### config.mk
export PLATFORM = sky130hd
export DESIGN_NAME = cadc_host_flat
export DESIGN_NICKNAME = d
export VERILOG_FILES = /design/src/verilog/cadc_pkg.sv /design/src/verilog/cadc_if.sv /design/src/verilog/cadc_host.sv /design/src/flat_wrapper.sv
export VERILOG_INCLUDE_DIRS = /design/src /design/src/verilog
export SDC_FILE = /design/constraint.sdc
export NUM_CORES = 1
export LEC_CHECK = 0
export BUFFER_PORTS_ARGS = -buffer_cell sky130_fd_sc_hd__buf_2
export CORE_ASPECT_RATIO = 1.25
export CORE_MARGIN = 3
export CORE_UTILIZATION = 60
export CTS_BUF_LIST = sky130_fd_sc_hd__clkbuf_4 sky130_fd_sc_hd__clkbuf_8 sky130_fd_sc_hd__clkbuf_16
export CTS_CLUSTER_DIAMETER = 200
export CTS_CLUSTER_SIZE = 16
export DETAILED_ROUTE_END_ITERATION = 10
export PLACE_DENSITY = 0.85
export SLEW_MARGIN = 15
export SYNTH_ARGS = -nofsm -noshare
export SYNTH_HDL_FRONTEND = slang
export SYNTH_SLANG_ARGS = --single-unit
### constraint.sdc
create_clock -name sys_clk -period 8 [get_ports sys_clk]
set_clock_uncertainty 0.05 [all_clocks]
set_input_delay 0.8 -clock sys_clk [delete_from_list [all_inputs] [get_ports sys_clk]]
set_output_delay 0.8 -clock sys_clk [all_outputs]
set_load 0.03 [all_outputs]
### src/verilog/cadc_params.svh
/*
 Shared constants of the current converter control pair: counts, offsets, bits.
 Assumes a 100 MHz sys_clk on both ends.
*/
`ifndef CADC_PARAMS_SVH
`define CADC_PARAMS_SVH
`define CADC_NCH 8
`define CADC_DW 20
`define CADC_CLK_MHZ 100
// Internal clock periods: 1470, 1380, 1379 and 2901.
`define CADC_T6 12'h5BE
`define CADC_T7 12'h564
`define CADC_T8 12'h563
`define CADC_T10 12'hB55
`define CADC_DIV_LAST 2'h3
`define CADC_PKT_PC 11
// Code for one packet; the scale is arbitrary.
`define CADC_PKT_CODE 20'h0B000
`define CADC_RST_US 50
`define CADC_RST_CYC (`CADC_RST_US * `CADC_CLK_MHZ)
`define CADC_TST_HI_NS 1000
`define CADC_TST_HI_CYC ((`CADC_TST_HI_NS * `CADC_CLK_MHZ + 999) / 1000)
`define CADC_TST_LO_CYC 100
`define CADC_RST_DISCARD 3'h4
`define CADC_TEST_DISCARD 3'h4
`define CADC_SCLK_HALF 8
`define CADC_GUARD 24'h000020
`define CADC_OFS_CTRL 12'h000
`define CADC_OFS_INTEGRATION_PERIOD 12'h004
`define CADC_OFS_PKTS 12'h008
`define CADC_OFS_STAT 12'h00C
`define CADC_IDX_DATA0 10'h004
`define CADC_CTRL_RUN 0
`define CADC_CTRL_TEST 1
`define CADC_CTRL_DIV 2
`define CADC_CTRL_SPD 3
`define CADC_CTRL_RST 4
`define CADC_STAT_NEW 0
`define CADC_CTRL_RV 4'h0
`define CADC_INTEGRATION_PERIOD_RV 24'h009C40
`define CADC_PKTS_RV 8'h00
`endif

### src/verilog/cadc_pkg.sv
/*
 Types of the current converter control pair.
 Assumes nothing of its surroundings.
*/
package cadc_pkg;
   typedef enum logic [1:0] {
      CADC_IDLE = 2'b01,
      CADC_MEAS = 2'b10
   } cadc_meas_t;
   typedef enum logic [2:0] {
      CADC_SH_IDLE = 3'b001,
      CADC_SH_LOW = 3'b010,
      CADC_SH_HIGH = 3'b100
   } cadc_shift_t;
endpackage

### src/verilog/cadc_if.sv
/*
 Pins between the converter and its host controller.
 Assumes the testbench joins both modports; every pin is one-way.
*/
`timescale 1ns/1ps
interface cadc_if;
   logic integrate_toggle;
   logic zero_input_strobe;
   logic shift_clock;
   logic chain_in;
   logic chain_out;
   logic result_ready_n;
   logic reset_n;
   logic sysclk_div_sel;
   logic speed_power_sel;
   modport dev (
      input integrate_toggle,
      input zero_input_strobe,
      input shift_clock,
      input chain_in,
      input reset_n,
      input sysclk_div_sel,
      input speed_power_sel,
      output chain_out,
      output result_ready_n
   );
   modport host (
      output integrate_toggle,
      output zero_input_strobe,
      output shift_clock,
      output chain_in,
      output reset_n,
      output sysclk_div_sel,
      output speed_power_sel,
      input chain_out,
      input result_ready_n
   );
endinterface

### src/verilog/cadc_host.sv
/*
 Host controller end: APB registers, reset pulse, integration toggle,
 test strobe and serial readout of the converter.
 Assumes an APB master on sys_clk and a converter on the far link pins.
*/
`timescale 1ns/1ps
`include "cadc_params.svh"
module cadc_host
   import cadc_pkg::*;
#(
   parameter int NCH = `CADC_NCH,
   parameter int DW = `CADC_DW,
   parameter int NDEV = 1,
   parameter int RST_CYC = `CADC_RST_CYC,
   parameter int TST_HI = `CADC_TST_HI_CYC,
   parameter int TST_LO = `CADC_TST_LO_CYC,
   parameter int SCLK_HALF = `CADC_SCLK_HALF
) (
   input wire logic sys_clk,
   input wire logic rst_n,
   input wire logic psel,
   input wire logic penable,
   input wire logic pwrite,
   input wire logic [11:0] paddr,
   input wire logic [31:0] pwdata,
   output logic [31:0] prdata,
   output logic pready,
   output logic pslverr,
   cadc_if.host link
);
   localparam int NB = NCH * DW;
   localparam int TOT = NDEV * NB;
   localparam int RW = $clog2(RST_CYC + 1);
   localparam int CW = $clog2(TOT + 1);
   localparam int IW = $clog2(NCH);

   logic wr;
   logic [9:0] didx;
   logic [31:0] rd_d;
   logic err_d;
   logic [3:0] ctrl_q;
   logic [23:0] integration_period_q;
   logic [7:0] pkts_q;
   logic new_q;
   logic [DW-1:0] data_q [NCH];
   logic rst_go;
   logic [RW-1:0] rcnt_q;
   logic rstn_q;
   logic [2:0] disc_q;
   logic running;
   logic [23:0] tcnt_q;
   logic [23:0] left;
   logic tog_q;
   logic tog_evt;
   logic stb_q;
   logic [7:0] pleft_q;
   logic [15:0] pcnt_q;
   logic [1:0] rs1_q;
   logic [1:0] rs2_q;
   cadc_shift_t sst_q;
   logic [15:0] hcnt_q;
   logic [CW-1:0] bit_q;
   logic [NB-1:0] sr_q;
   logic sck_q;
   logic guard_ok;
   logic cap;

   assign wr = psel && penable && pwrite;
   assign pready = psel && penable;
   assign didx = paddr[11:2] - `CADC_IDX_DATA0;
   assign rst_go = wr && paddr == `CADC_OFS_CTRL && pwdata[`CADC_CTRL_RST];

   always_comb begin
      rd_d = 32'h0;
      err_d = 1'b0;
      case (paddr)
         `CADC_OFS_CTRL: rd_d = {28'h0, ctrl_q};
         `CADC_OFS_INTEGRATION_PERIOD: rd_d = {8'h0, integration_period_q};
         `CADC_OFS_PKTS: rd_d = {24'h0, pkts_q};
         `CADC_OFS_STAT: rd_d = {28'h0, sst_q != CADC_SH_IDLE, disc_q != 3'h0, !rstn_q, new_q};
         default: begin
            if (paddr[1:0] == 2'h0 && paddr[11:2] >= `CADC_IDX_DATA0
                && didx < 10'(NCH) && !pwrite) begin
               rd_d = {{(32 - DW){1'b0}}, data_q[didx[IW-1:0]]};
            end else begin
               err_d = 1'b1;
            end
         end
      endcase
   end

   // Answer is prepared in the setup cycle so the access phase ends at once.
   always_ff @(posedge sys_clk) begin
      if (!rst_n) begin
         prdata <= 32'h0;
         pslverr <= 1'b0;
      end else if (psel && !penable) begin
         prdata <= pwrite ? 32'h0 : rd_d;
         pslverr <= err_d;
      end
   end

   always_ff @(posedge sys_clk) begin
      if (!rst_n) begin
         ctrl_q <= `CADC_CTRL_RV;
         integration_period_q <= `CADC_INTEGRATION_PERIOD_RV;
         pkts_q <= `CADC_PKTS_RV;
      end else if (wr && paddr == `CADC_OFS_CTRL) begin
         ctrl_q <= pwdata[3:0];
      end else if (wr && paddr == `CADC_OFS_INTEGRATION_PERIOD) begin
         integration_period_q <= pwdata[23:0];
      end else if (wr && paddr == `CADC_OFS_PKTS) begin
         pkts_q <= pwdata[7:0];
      end
   end

   // The pulse is a plain counter, so it cannot glitch shorter than RST_CYC.
   always_ff @(posedge sys_clk) begin
      if (!rst_n) begin
         rcnt_q <= RW'(RST_CYC);
         rstn_q <= 1'b0;
      end else begin
         rstn_q <= (rcnt_q == '0) && !rst_go;
         if (rst_go) begin
            rcnt_q <= RW'(RST_CYC);
         end else if (rcnt_q != '0) begin
            rcnt_q <= rcnt_q - RW'(1);
         end
      end
   end

   always_ff @(posedge sys_clk) begin
      if (!rst_n || !rstn_q) begin
         disc_q <= `CADC_RST_DISCARD;
      end else if (wr && paddr == `CADC_OFS_CTRL && ctrl_q[`CADC_CTRL_TEST]
                   && !pwdata[`CADC_CTRL_TEST]) begin
         disc_q <= `CADC_TEST_DISCARD;
      end else if (cap && disc_q != 3'h0) begin
         disc_q <= disc_q - 3'h1;
      end
   end

   assign running = ctrl_q[`CADC_CTRL_RUN] && rstn_q;
   assign tog_evt = running && (tcnt_q + 24'h1 >= integration_period_q);
   assign left = integration_period_q - tcnt_q;

   always_ff @(posedge sys_clk) begin
      if (!rst_n) begin
         tcnt_q <= 24'h0;
         tog_q <= 1'b0;
      end else if (!running) begin
         tcnt_q <= 24'h0;
      end else if (tog_evt) begin
         tcnt_q <= 24'h0;
         tog_q <= !tog_q;
      end else begin
         tcnt_q <= tcnt_q + 24'h1;
      end
   end

   // Packets are only started if low and high phases end before the toggle.
   always_ff @(posedge sys_clk) begin
      if (!rst_n || !ctrl_q[`CADC_CTRL_TEST]) begin
         stb_q <= 1'b0;
         pleft_q <= 8'h0;
         pcnt_q <= 16'h0;
      end else if (tog_evt) begin
         stb_q <= 1'b1;
         pleft_q <= pkts_q;
         pcnt_q <= 16'(TST_HI);
      end else if (pcnt_q != 16'h0) begin
         pcnt_q <= pcnt_q - 16'h1;
      end else if (!stb_q) begin
         stb_q <= 1'b1;
         pcnt_q <= 16'(TST_HI);
      end else if (pleft_q != 8'h0 && left > 24'(TST_LO + TST_HI) + `CADC_GUARD) begin
         stb_q <= 1'b0;
         pleft_q <= pleft_q - 8'h1;
         pcnt_q <= 16'(TST_LO);
      end
   end

   always_ff @(posedge sys_clk) begin
      if (!rst_n) begin
         rs1_q <= 2'h3;
         rs2_q <= 2'h3;
      end else begin
         rs1_q <= {link.result_ready_n, link.chain_out};
         rs2_q <= rs1_q;
      end
   end

   assign guard_ok = !(running && left <= `CADC_GUARD);
   assign cap = (sst_q == CADC_SH_LOW) && hcnt_q == 16'h0 && guard_ok
                && bit_q == CW'(NB);

   always_ff @(posedge sys_clk) begin
      if (!rst_n) begin
         sst_q <= CADC_SH_IDLE;
         hcnt_q <= 16'h0;
         bit_q <= '0;
         sr_q <= '0;
         sck_q <= 1'b0;
      end else begin
         case (sst_q)
            CADC_SH_IDLE: begin
               sck_q <= 1'b0;
               bit_q <= '0;
               hcnt_q <= 16'(SCLK_HALF);
               if (!rs2_q[1] && rstn_q) begin
                  sst_q <= CADC_SH_LOW;
               end
            end
            CADC_SH_LOW: begin
               if (hcnt_q != 16'h0) begin
                  hcnt_q <= hcnt_q - 16'h1;
               end else if (guard_ok) begin
                  if (bit_q == CW'(TOT)) begin
                     sst_q <= CADC_SH_IDLE;
                  end else begin
                     if (bit_q < CW'(NB)) begin
                        sr_q <= {sr_q[NB-2:0], rs2_q[0]};
                     end
                     sck_q <= 1'b1;
                     hcnt_q <= 16'(SCLK_HALF);
                     sst_q <= CADC_SH_HIGH;
                  end
               end
            end
            CADC_SH_HIGH: begin
               // The fall is never held back, so the clock cannot stay high
               // across a toggle; only rises wait for the guard window.
               if (hcnt_q != 16'h0) begin
                  hcnt_q <= hcnt_q - 16'h1;
               end else begin
                  sck_q <= 1'b0;
                  bit_q <= bit_q + CW'(1);
                  hcnt_q <= 16'(SCLK_HALF);
                  sst_q <= CADC_SH_LOW;
               end
            end
            default: begin
               sst_q <= CADC_SH_IDLE;
            end
         endcase
      end
   end

   genvar gi;
   generate
      for (gi = 0; gi < NCH; gi++) begin : g_data
         always_ff @(posedge sys_clk) begin
            if (!rst_n) begin
               data_q[gi] <= '0;
            end else if (cap && disc_q == 3'h0) begin
               data_q[gi] <= sr_q[gi*DW +: DW];
            end
         end
      end
   endgenerate

   always_ff @(posedge sys_clk) begin
      if (!rst_n) begin
         new_q <= 1'b0;
      end else if (cap && disc_q == 3'h0) begin
         new_q <= 1'b1;
      end else if (wr && paddr == `CADC_OFS_STAT && pwdata[`CADC_STAT_NEW]) begin
         new_q <= 1'b0;
      end
   end

   assign link.integrate_toggle = tog_q;
   assign link.zero_input_strobe = stb_q;
   assign link.shift_clock = sck_q;
   assign link.chain_in = 1'b0;
   assign link.reset_n = rstn_q;
   assign link.sysclk_div_sel = ctrl_q[`CADC_CTRL_DIV];
   assign link.speed_power_sel = ctrl_q[`CADC_CTRL_SPD];
endmodule

### src/flat_wrapper.sv
// flat-port wrapper written by rule: the top's interface ports become plain ports
module cadc_host_flat import cadc_pkg::*;
#(
   parameter int NCH = `CADC_NCH,
   parameter int DW = `CADC_DW,
   parameter int NDEV = 1,
   parameter int RST_CYC = `CADC_RST_CYC,
   parameter int TST_HI = `CADC_TST_HI_CYC,
   parameter int TST_LO = `CADC_TST_LO_CYC,
   parameter int SCLK_HALF = `CADC_SCLK_HALF
)
  (sys_clk, rst_n, psel, penable, pwrite, paddr, pwdata, prdata, pready, pslverr, link_integrate_toggle, link_zero_input_strobe, link_shift_clock, link_chain_in, link_reset_n, link_sysclk_div_sel, link_speed_power_sel, link_chain_out, link_result_ready_n);
  cadc_if link_i ();
  input wire logic sys_clk;
  input wire logic rst_n;
  input wire logic psel;
  input wire logic penable;
  input wire logic pwrite;
  input wire logic [11:0] paddr;
  input wire logic [31:0] pwdata;
  output logic [31:0] prdata;
  output logic pready;
  output logic pslverr;
  output wire logic [$bits(link_i.integrate_toggle)-1:0] link_integrate_toggle;
  output wire logic [$bits(link_i.zero_input_strobe)-1:0] link_zero_input_strobe;
  output wire logic [$bits(link_i.shift_clock)-1:0] link_shift_clock;
  output wire logic [$bits(link_i.chain_in)-1:0] link_chain_in;
  output wire logic [$bits(link_i.reset_n)-1:0] link_reset_n;
  output wire logic [$bits(link_i.sysclk_div_sel)-1:0] link_sysclk_div_sel;
  output wire logic [$bits(link_i.speed_power_sel)-1:0] link_speed_power_sel;
  input wire logic [$bits(link_i.chain_out)-1:0] link_chain_out;
  input wire logic [$bits(link_i.result_ready_n)-1:0] link_result_ready_n;
  assign link_integrate_toggle = link_i.integrate_toggle;
  assign link_zero_input_strobe = link_i.zero_input_strobe;
  assign link_shift_clock = link_i.shift_clock;
  assign link_chain_in = link_i.chain_in;
  assign link_reset_n = link_i.reset_n;
  assign link_sysclk_div_sel = link_i.sysclk_div_sel;
  assign link_speed_power_sel = link_i.speed_power_sel;
  assign link_i.chain_out = link_chain_out;
  assign link_i.result_ready_n = link_result_ready_n;
  cadc_host #(.NCH(NCH), .DW(DW), .NDEV(NDEV), .RST_CYC(RST_CYC), .TST_HI(TST_HI), .TST_LO(TST_LO), .SCLK_HALF(SCLK_HALF)) u_core (.sys_clk(sys_clk), .rst_n(rst_n), .psel(psel), .penable(penable), .pwrite(pwrite), .paddr(paddr), .pwdata(pwdata), .prdata(prdata), .pready(pready), .pslverr(pslverr), .link(link_i));
endmodule
Word-level counts from Yosys, hierarchy flattened
Memory sizes are Yosys's and may differ from the RTL's.
Index checks and enable logic that the tools add are counted.
{"block": "totals", "regBits": 329, "latch_bits": 0, "ramBits": 160, "romBits": 0, "input_bits": 51, "out_inout_bits": 41, "n_memories": 1}
{"memory": "u_core.data_q", "depth": 8, "word_bits": 20, "read_ports": 1, "rd_clocked_by_memory_dff": 0, "write_ports": 8, "line": "cadc_host.sv:45", "rtl": "logic [DW-1:0] data_q [NCH];"}
{"block": "classes", "add_sub_neg": 9, "multipliers": 0, "div_mod_pow": 0, "n_lt_le_gt_ge": 6, "eq_ne": 18, "shifts": 0, "mux": 49, "n_bitwise": 15, "reduce_logical": 66}
{"cell": "20-bit 2-to-1 mux", "count": 9}
{"cell": "32-bit case mux with 4 select lines", "count": 1}
{"cell": "16-bit 2-to-1 mux", "count": 7}
{"cell": "16-bit case mux with 3 select lines", "count": 1}
{"cell": "8-bit 2-to-1 mux", "count": 5}
{"cell": "32-bit 2-to-1 mux", "count": 1}
{"cell": "16-bit nonzero test", "count": 2}
{"cell": "16-bit by 1-bit subtractor with 16-bit output (second input constant)", "count": 2}
{"cell": "1-bit logical AND", "count": 25}
{"cell": "24-bit by 1-bit adder with 24-bit output (second input constant)", "count": 1}
{"cell": "12-bit by 4-bit equality test with 1-bit output (second input constant)", "count": 2}
{"cell": "24-bit >= comparator", "count": 1}
{"cell": "24-bit by 8-bit greater-than comparator with 1-bit output (second input constant)", "count": 1}
{"cell": "24-bit by 6-bit <= comparator with 1-bit output (second input constant)", "count": 1}
{"cell": "24-bit subtractor", "count": 1}
{"cell": "16-bit logical NOT", "count": 1}
{"cell": "1-bit 2-to-1 mux", "count": 16}
{"cell": "8-bit case mux with 2 select lines", "count": 1}
{"cell": "3-bit 2-to-1 mux", "count": 5}
{"cell": "13-bit logical NOT", "count": 1}
{"cell": "13-bit nonzero test", "count": 1}
{"cell": "13-bit by 1-bit subtractor with 13-bit output (second input constant)", "count": 1}
{"cell": "12-bit by 3-bit equality test with 1-bit output (second input constant)", "count": 1}
{"cell": "12-bit logical NOT", "count": 1}
{"cell": "35 further kinds", "count": 75}

Logic depth before layout (Yosys ltp)
Gate-level depths: netlist (run 1).
{"block": "depth", "word_depth": 11, "depth_mapped": 19, "depth_no_buf": 18}

Least setup slack after synthesis (run 1)
Ideal clock, no wire load.
{"block": "synth_timing", "kind": "register to register", "from": "register u_core.tcnt_q[0]", "to": "memory u_core.data_q[0][0] in the netlist's numbering (enable)", "setup_ps": 1320, "arrival_ps": 5744, "path_slack_ps": 886, "stages_incl_launch_ff": 15, "n_path_buf": 0, "path_cell_list": "dfxtp_1 -> ha_1 -> inv_1 -> fa_1 -> a21o_1 -> a221oi_2 -> o21a_2 -> o311ai_1 -> xor2_1 -> a211o_1 -> nor4_4 -> and3_1 -> nor4b_4 -> nand2_1 -> nand2_1"}
{"item": "from (decl)", "line": "cadc_host.sv:51", "rtl": "logic [23:0] tcnt_q;"}
{"item": "from (signal assigned)", "line": "cadc_host.sv:157", "rtl": "tcnt_q <= tcnt_q + 24'h1;"}
{"item": "to (decl)", "line": "cadc_host.sv:45"}

==> results of run 1 <==
==> per-layer routing <==
layer  track usage [%]  up-vias  wire, um
met1             29.97     7916     20490
met2             44.61      418     25760
met5                 0        -         0
met3             2.855      110      2175
li1                  -     7878         -
met4             9.184        0      1817
==> Yosys cell counts, types with 52 or more instances <==
library cell	count
a21oi_1	68
xnor2_1	52
and2_1	167
clkbuf_1	97
ha_1	59
nand2_1	460
a21boi_0	184
nor2_1	105
nor2b_1	70
inv_1	78
dfxtp_1	321
edfxtp_1	160
==> final cells by class <==
cell class / count / area, um2
Fill cell: 2792 / 12590
Sequential cell: 481 / 11230
Multi-Input combinational cell: 1615 / 10390
Clock buffer: 56 / 1069
Tap cell: 480 / 600.6
Timing Repair Buffer: 87 / 493.0
Inverter: 78 / 292.8
Clock inverter: 3 / 33.78
Antenna cell: 1 / 2.502
==> per-stage QoR <==
| step | hold WS (ns) | cell area (um2) | instances | utilization (%) |
|---|---|---|---|---|
| floorplan | 0.3363 | 22580 | 2320 | - |
| global placement | 0.3443 | 23000 | 2741 | 62.67 |
| detailed placement | 0.3558 | 23000 | 2741 | 62.67 |
| CTS | 0.3592 | 24100 | 2800 | 65.67 |
| global route | 0.3875 | 24110 | 2801 | 65.69 |
| finish | 0.3793 | 24110 | 2801 | 65.69 |
==> power by group <==
| group | switching (mW) | internal [mW] | total, mW | leakage, nW |
|---|---|---|---|---|
| sequential | 0.0182 | 2.56 | 2.58 | 4.11 |
| combinational | 0.109 | 0.0819 | 0.191 | 4.03 |
| clock | 0.837 | 0.930 | 1.77 | 0.560 |
==> logic make-up (layout without fill, tap and decap cells) <==
kind of cell / after synthesis / count (layout) / synth area share [%]
AOI/OAI and AO/OA: 438 / 438 / 13.57
xor gates and xnor gates: 82 / 82 / 3.186
adders and majority gates: 60 / 60 / 3.363
buffers and inverters: 224 / 224 / 4.329
DFF: 481 / 481 / 49.81
muxes: 64 / 64 / 5.195
other: 1 / 10 / 0.01663
and+or+nand+nor: 962 / 962 / 20.53
==> worst register-to-register path: cells and delay by family (launching register included) <==
kind	cells	cell delay, ns
adder cells (fa/ha/maj)	2	0.64
flip-flops	1	0.51
AND/OR/NAND/NOR	5	1.71
XOR/XNOR	1	0.17
buffers and inverters	2	0.71
AO/OA/AOI/OAI	5	1.41
==> path summary, 6_finish.rpt <==
path / slack [ns] / cells after the start / endpoint
setup / recovery: 2.46 / 15 / u_core.data_q[6][16]
hold / removal: 0.38 / 1 / u_core.rs2_q[1]
setup reg to reg: 2.46 / 15 / u_core.data_q[6][16]
hold reg to reg: 0.38 / 1 / u_core.rs2_q[1]
==> state kept, by name, summed over array words and instances (netlist names), 2 cells and up <==
signal	flops
u_core.pleft_q	8
u_core.bit_q	8
u_core.sr_q	160
u_core.prdata	24
u_core.sst_q	3
u_core.pcnt_q	16
u_core.hcnt_q	16
u_core.pkts_q	8
u_core.ctrl_q	4
u_core.disc_q	3
u_core.rs1_q	2
u_core.tcnt_q	24
u_core.rcnt_q	13
u_core.rs2_q	2
u_core.integration_period_q	24
u_core.data_q	160
==> impl_metrics.toml, run 1 <==
[critical_path]
critical_path.reg2reg.startpoint = "u_core.tcnt_q[0]"
arrival_ns = 5.71
critical_path.n_buffers_inverters = 2
worst-endpoint-required_ns = 8.17
critPathSlowestCell = "nor4_4"
timing.critical_path.slowest_cell_delay_ns = 0.62
cpLargestDelayFamily = "simple AND/OR/NAND/NOR gates"
maximum_fanout_encountered_on_the_critical_timing_path = 82
critPathLaunch = "u_core.tcnt_q[0]"
critPathCaptureType = "flop"
timing.critical_path.from_type = "flop"
setup.worst_path.class = "flop to flop"
path_cells = "ha_1 > inv_1 > fa_1 > a21o_1 > a221oi_2 > o21a_2 > o311ai_1 > xor2_1 > a211o_1 > nor4_4 > and3_1 > nor4b_4 > nand2_1 > nand2_4 > buf_4"

[detailed_routing]
viasPerCell = 5.827
ant_nets = 0
drt_pass1_iterations = 7
dr_total_vias = 16320
drc_errors = 0
drt_iter0_markers = 1488
wire_per_inst_um = 17.94
routed_wl_um = 50250

[yosys]
synth_ff_type = "dfxtp_1"
synth_enable_flop_cells = 160
yosys.area.top_type_share_pct = 28.50
synth-warning-count = 0
post_synth_instance_area_um2 = 22550
post_synth.cell_area_avg_um2 = 9.751
synth_area_leaders = "dfxtp_1 (29%), edfxtp_1 (21%), nand2_1 (7.7%)"
yosysUniqueCellTypes = 71
async_reset_ff_share_pct = 0
synthDominantAreaCellType = "dfxtp_1"
post_synth_inst_count = 2312
synth.ff_latch_count = 481
synth-seq-area-share_pct = 49.81

[sta]
final.min_clock_period_ns = 5.540
slew_headroom_pct = 19.62
max_clock_freq_ghz = 0.1805
tightest_slew_ns = 1.187
grt_setup_unrepaired = "false"
hold_violations = 0
setup_ws_ns = 2.460
final.setup.tns_ns = 0
setup_viol = 0
timing.final.max_slew_violations = 0
finalCritPeriodShare_pct = 69.25

[floorplanning]
initial_standard_cell_utilization_of_the_core_pct = 61.44
fp.dieH_um = 222.7
dieArea_um2 = 39950
row_count = 78
io-pin-count = 92
core_um2 = 36700
die_span_in_x_um = 179.4

[layout]
most-common-layout-cells = "nand2_1 (459), dfxtp_1 (321), a21boi_0 (184)"
layout_commonest_cell = "nand2_1"
layout.nets = 2410
syn_to_final_growth_pct = 6.926
final_layout_size_suffix_gt1_share_pct = 9.267

[global_routing]
grt_overflow = 0
grt_pass1_wl_um = 80360
grt_start_max_net_pins = 161
antenna_found_initial = 1
first_global_vias = 16350
track_usage_pct = 24.71

[status]
run_status = "completed"

[clock_tree]
path_clk_slew_ns = 0.08
clkLatencyLatePin_ns = 0.55
post-cts-setup-buffer-count = 0
clkSinkCount = 481
htree_levels = 2
post_cts_sizing_count = 0
post_cts_hold_buffer_count = 0
cts_tree = "yes"
tritoncts.num_buffers = 36
cts-root-buf = "clkbuf_16"
number_of_buffers_on_the_longest_clock_path = 3

[job]
max_cap_viol_count = 0

[power]
ir_drop_v = 0.0001568
report.power.total_mw = 4.542
leakage_nw = 8.697
power.density_cell_area_nw_per_um2 = 188.4

[place]
globalplace.congestion = 0.8890
pre_cts_slack_ns = 2.563
detailed_place_hpwl_um = 33320
port_buffers = 74

[min_path]
min_from = "u_core.rs1_q[1]"
worst_hold_path_type = "flop to flop"
Power figures use the tool's default switching activity.
==> inputs of run 2 (changes only) <==
--- a/config.mk
+++ b/config.mk
@@ -6,6 +6,7 @@
 export SDC_FILE = /design/constraint.sdc
 export NUM_CORES = 1
 export LEC_CHECK = 0
+export ABC_AREA = 1
 export BUFFER_PORTS_ARGS = -buffer_cell sky130_fd_sc_hd__buf_2
 export CORE_ASPECT_RATIO = 1.25
 export CORE_MARGIN = 3
==> constraint.sdc (replaced) <==
create_clock -name sys_clk -period 5.5 [get_ports sys_clk]
set_clock_uncertainty 0.05 [all_clocks]
set_input_delay 0.55 -clock sys_clk [delete_from_list [all_inputs] [get_ports sys_clk]]
set_output_delay 0.55 -clock sys_clk [all_outputs]
set_load 0.03 [all_outputs]
==> impl_metrics.toml, run 2 <==
[status]
run_status = "completed"

[critical_path]
timing.critical_path.from_type = "flop"
critPathCaptureType = "flop"
maximum_fanout_encountered_on_the_critical_timing_path = 28
worst-endpoint-required_ns = 5.83
setup.worst_path.class = "flop to flop"
arrival_ns = 5.21

[sta]
setup_viol = 0
timing.final.max_slew_violations = 0
hold_violations = 0
tightest_slew_ns = 1.005
grt_setup_unrepaired = "false"
slew_headroom_pct = 33.01
final.setup.tns_ns = 0
finalCritPeriodShare_pct = 88.68
final.min_clock_period_ns = 4.877
max_clock_freq_ghz = 0.2050

[detailed_routing]
drt_pass1_iterations = 5
viasPerCell = 5.748
dr_total_vias = 18880
drc_errors = 0
wire_per_inst_um = 16.61
routed_wl_um = 54550
drt_iter0_markers = 1867
ant_nets = 0

[power]
power.density_cell_area_nw_per_um2 = 294.3
power_frac_comb_pct = 9.4
netSwitchingPower_mw = 1.765
switching_share_pct = 24.77
leakage_nw = 9.356
ir_drop_v = 0.0002849
clock_power_share_pct = 36.0
intPower_mw = 5.358
seq_power_share_pct = 54.6

[yosys]
synth_enable_flop_cells = 160
synth.ff_latch_count = 481
yosys.cell_count.top_type = "inv_1"
synthDominantAreaCellType = "dfxtp_1"
post_synth_inst_count = 2777
yosys.area.top_type_share_pct = 28.58
synth_ff_type = "dfxtp_1"
post_synth_instance_area_um2 = 22490
yosysUniqueCellTypes = 52
post_synth.cell_area_avg_um2 = 8.097
synth_area_leaders = "dfxtp_1 (29%), edfxtp_1 (21%), inv_1 (6.9%)"
async_reset_ff_share_pct = 0
ys_top_cells_by_count = "inv_1 (414), nand2_1 (359), nor2_1 (340), dfxtp_1 (321), a21oi_1 (270)"
synth-warning-count = 0
synth-seq-area-share_pct = 49.94

[floorplanning]
fp.dieH_um = 222.4
initial_standard_cell_utilization_of_the_core_pct = 61.44
row_count = 78
dieArea_um2 = 39850
die_span_in_x_um = 179.2
core_um2 = 36600
io-pin-count = 92

[layout]
layout.nets = 2895
post_route_utilization_pct = 66.13
syn_to_final_growth_pct = 7.634
reg_top3 = "u_core.data_q: 160 flops, u_core.sr_q: 160 flops"
most-common-layout-cells = "inv_1 (414), nand2_1 (357), nor2_1 (340)"
antennaDiodeCount = 0
final_layout_size_suffix_gt1_share_pct = 6.847
fillers = 2901
layout_commonest_cell = "inv_1"

[clock_tree]
path_clk_slew_ns = 0.07
post_cts_hold_buffer_count = 0
post-cts-setup-buffer-count = 0
clkLatencyLatePin_ns = 0.55
htree_levels = 2
tritoncts.num_buffers = 36
cts-root-buf = "clkbuf_16"
post_cts_sizing_count = 0
number_of_buffers_on_the_longest_clock_path = 3
cts_tree = "yes"
clkSinkCount = 481

[place]
detailed_place_hpwl_um = 36710
port_buffers = 74
globalplace.congestion = 0.9119

[global_routing]
grt_start_max_net_pins = 116
grt_overflow = 0
first_global_vias = 18170
track_usage_pct = 26.99
antenna_found_initial = 0
grt_pass1_wl_um = 88000

[job]
max_cap_viol_count = 0

[min_path]
worst_hold_path_type = "primary input to flop"
==> run 2: cell types whose count changed after synthesis, sizes merged, moves of 82 or more <==
cell,previous run,this run
a21boi,184,1
inv,78,417
a21oi,68,271
and2,167,1
o21ai,36,235
nand3,29,111
nor2,105,344
nand2,460,364
==> run 2: metrics by stage <==
step	area, um2	hold WS, ns	setup WS (ns)	total power, mW	cells
after floorplan	22520	0.3425	1.013	4.457	2785
after global placement	23100	0.3528	0.8128	4.594	3225
after detailed placement	23100	0.3518	0.6405	4.621	3225
after CTS	24200	0.1291	0.6115	7.142	3284
after global routing	24200	0.1263	0.06334	7.379	3284
final	24200	0.1431	0.6227	7.122	3284
==> run 2: layout make-up <==
cell class	instances	area, um2	share of cell area, %
clock buffers	55	1044	4.311
clock inverters	4	61.31	0.2533
inverters	422	1584	6.545
multi-input cells	1747	9090	37.56
flip-flops and latches	481	11230	46.40
well taps	480	600.6	2.481
repair buffers	95	593.1	2.450
==> run 2: layer usage <==
layer	track usage, %	share of wire [%]	wire, um	up-vias
li1	-	-	-	9193
met1	34.01	40	22040	8870
met2	46.02	49	26870	666
met5	0	0	0	-
met3	3.641	6.2	3355	149
met4	12.03	4.2	2296	0
==> run 2: power by group through the flow <==
stage / Clock [mW] / Combinational [mW] / Sequential (mW)
2_1_floorplan: 0 / 0.510 / 3.95
5_1_grt: 2.73 / 0.750 / 3.90
3_5_place_dp: 0 / 0.657 / 3.96
6_report: 2.56 / 0.671 / 3.89
3_3_place_gp: 0 / 0.639 / 3.96
4_1_cts: 2.59 / 0.665 / 3.88
==> run 2: cells by family after synthesis <==
kind of cell / after synthesis / share of synthesized area, %
simple gates: 943 / 17.91
compound gates: 686 / 16.92
buf+inv: 557 / 9.915
flops: 481 / 49.94
fa+ha+maj: 61 / 3.428
xor+xnor: 48 / 1.870
other cells: 1 / 0.01668
==> run 2: worst paths after layout <==
path	startpoint	end	slack, ns	depth (start not counted)
max	u_core.tcnt_q[0]	u_core.pcnt_q[11]	0.62	25
max reg2reg	u_core.tcnt_q[0]	u_core.pcnt_q[11]	0.62	25
min reg2reg	u_core.rs1_q[0]	u_core.rs2_q[0]	0.37	1
min	link_chain_out	u_core.rs1_q[0]	0.14	2
==> run 2: worst max-delay path, stage by stage, from the launching register on <==
cell and delay [ns]:
dfxtp_1 0.41, ha_1 0.19, nand2_1 0.07, nor2_1 0.09, inv_1 0.05, nor2_1 0.11
inv_1 0.08, nor3_2 0.16, nand3_1 0.24, nor3_2 0.28, nand2_1 0.12, nor4_2 0.27
nand3_1 0.14, xor2_1 0.24, inv_1 0.07, ha_1 0.29, nand4_1 0.12, nor3_1 0.41
nand4_1 0.15, nand4_1 0.16, nand2_1 0.10, buf_4 0.22, inv_1 0.18, nor2_1 0.08
inv_1 0.30, nor3_1 0.11
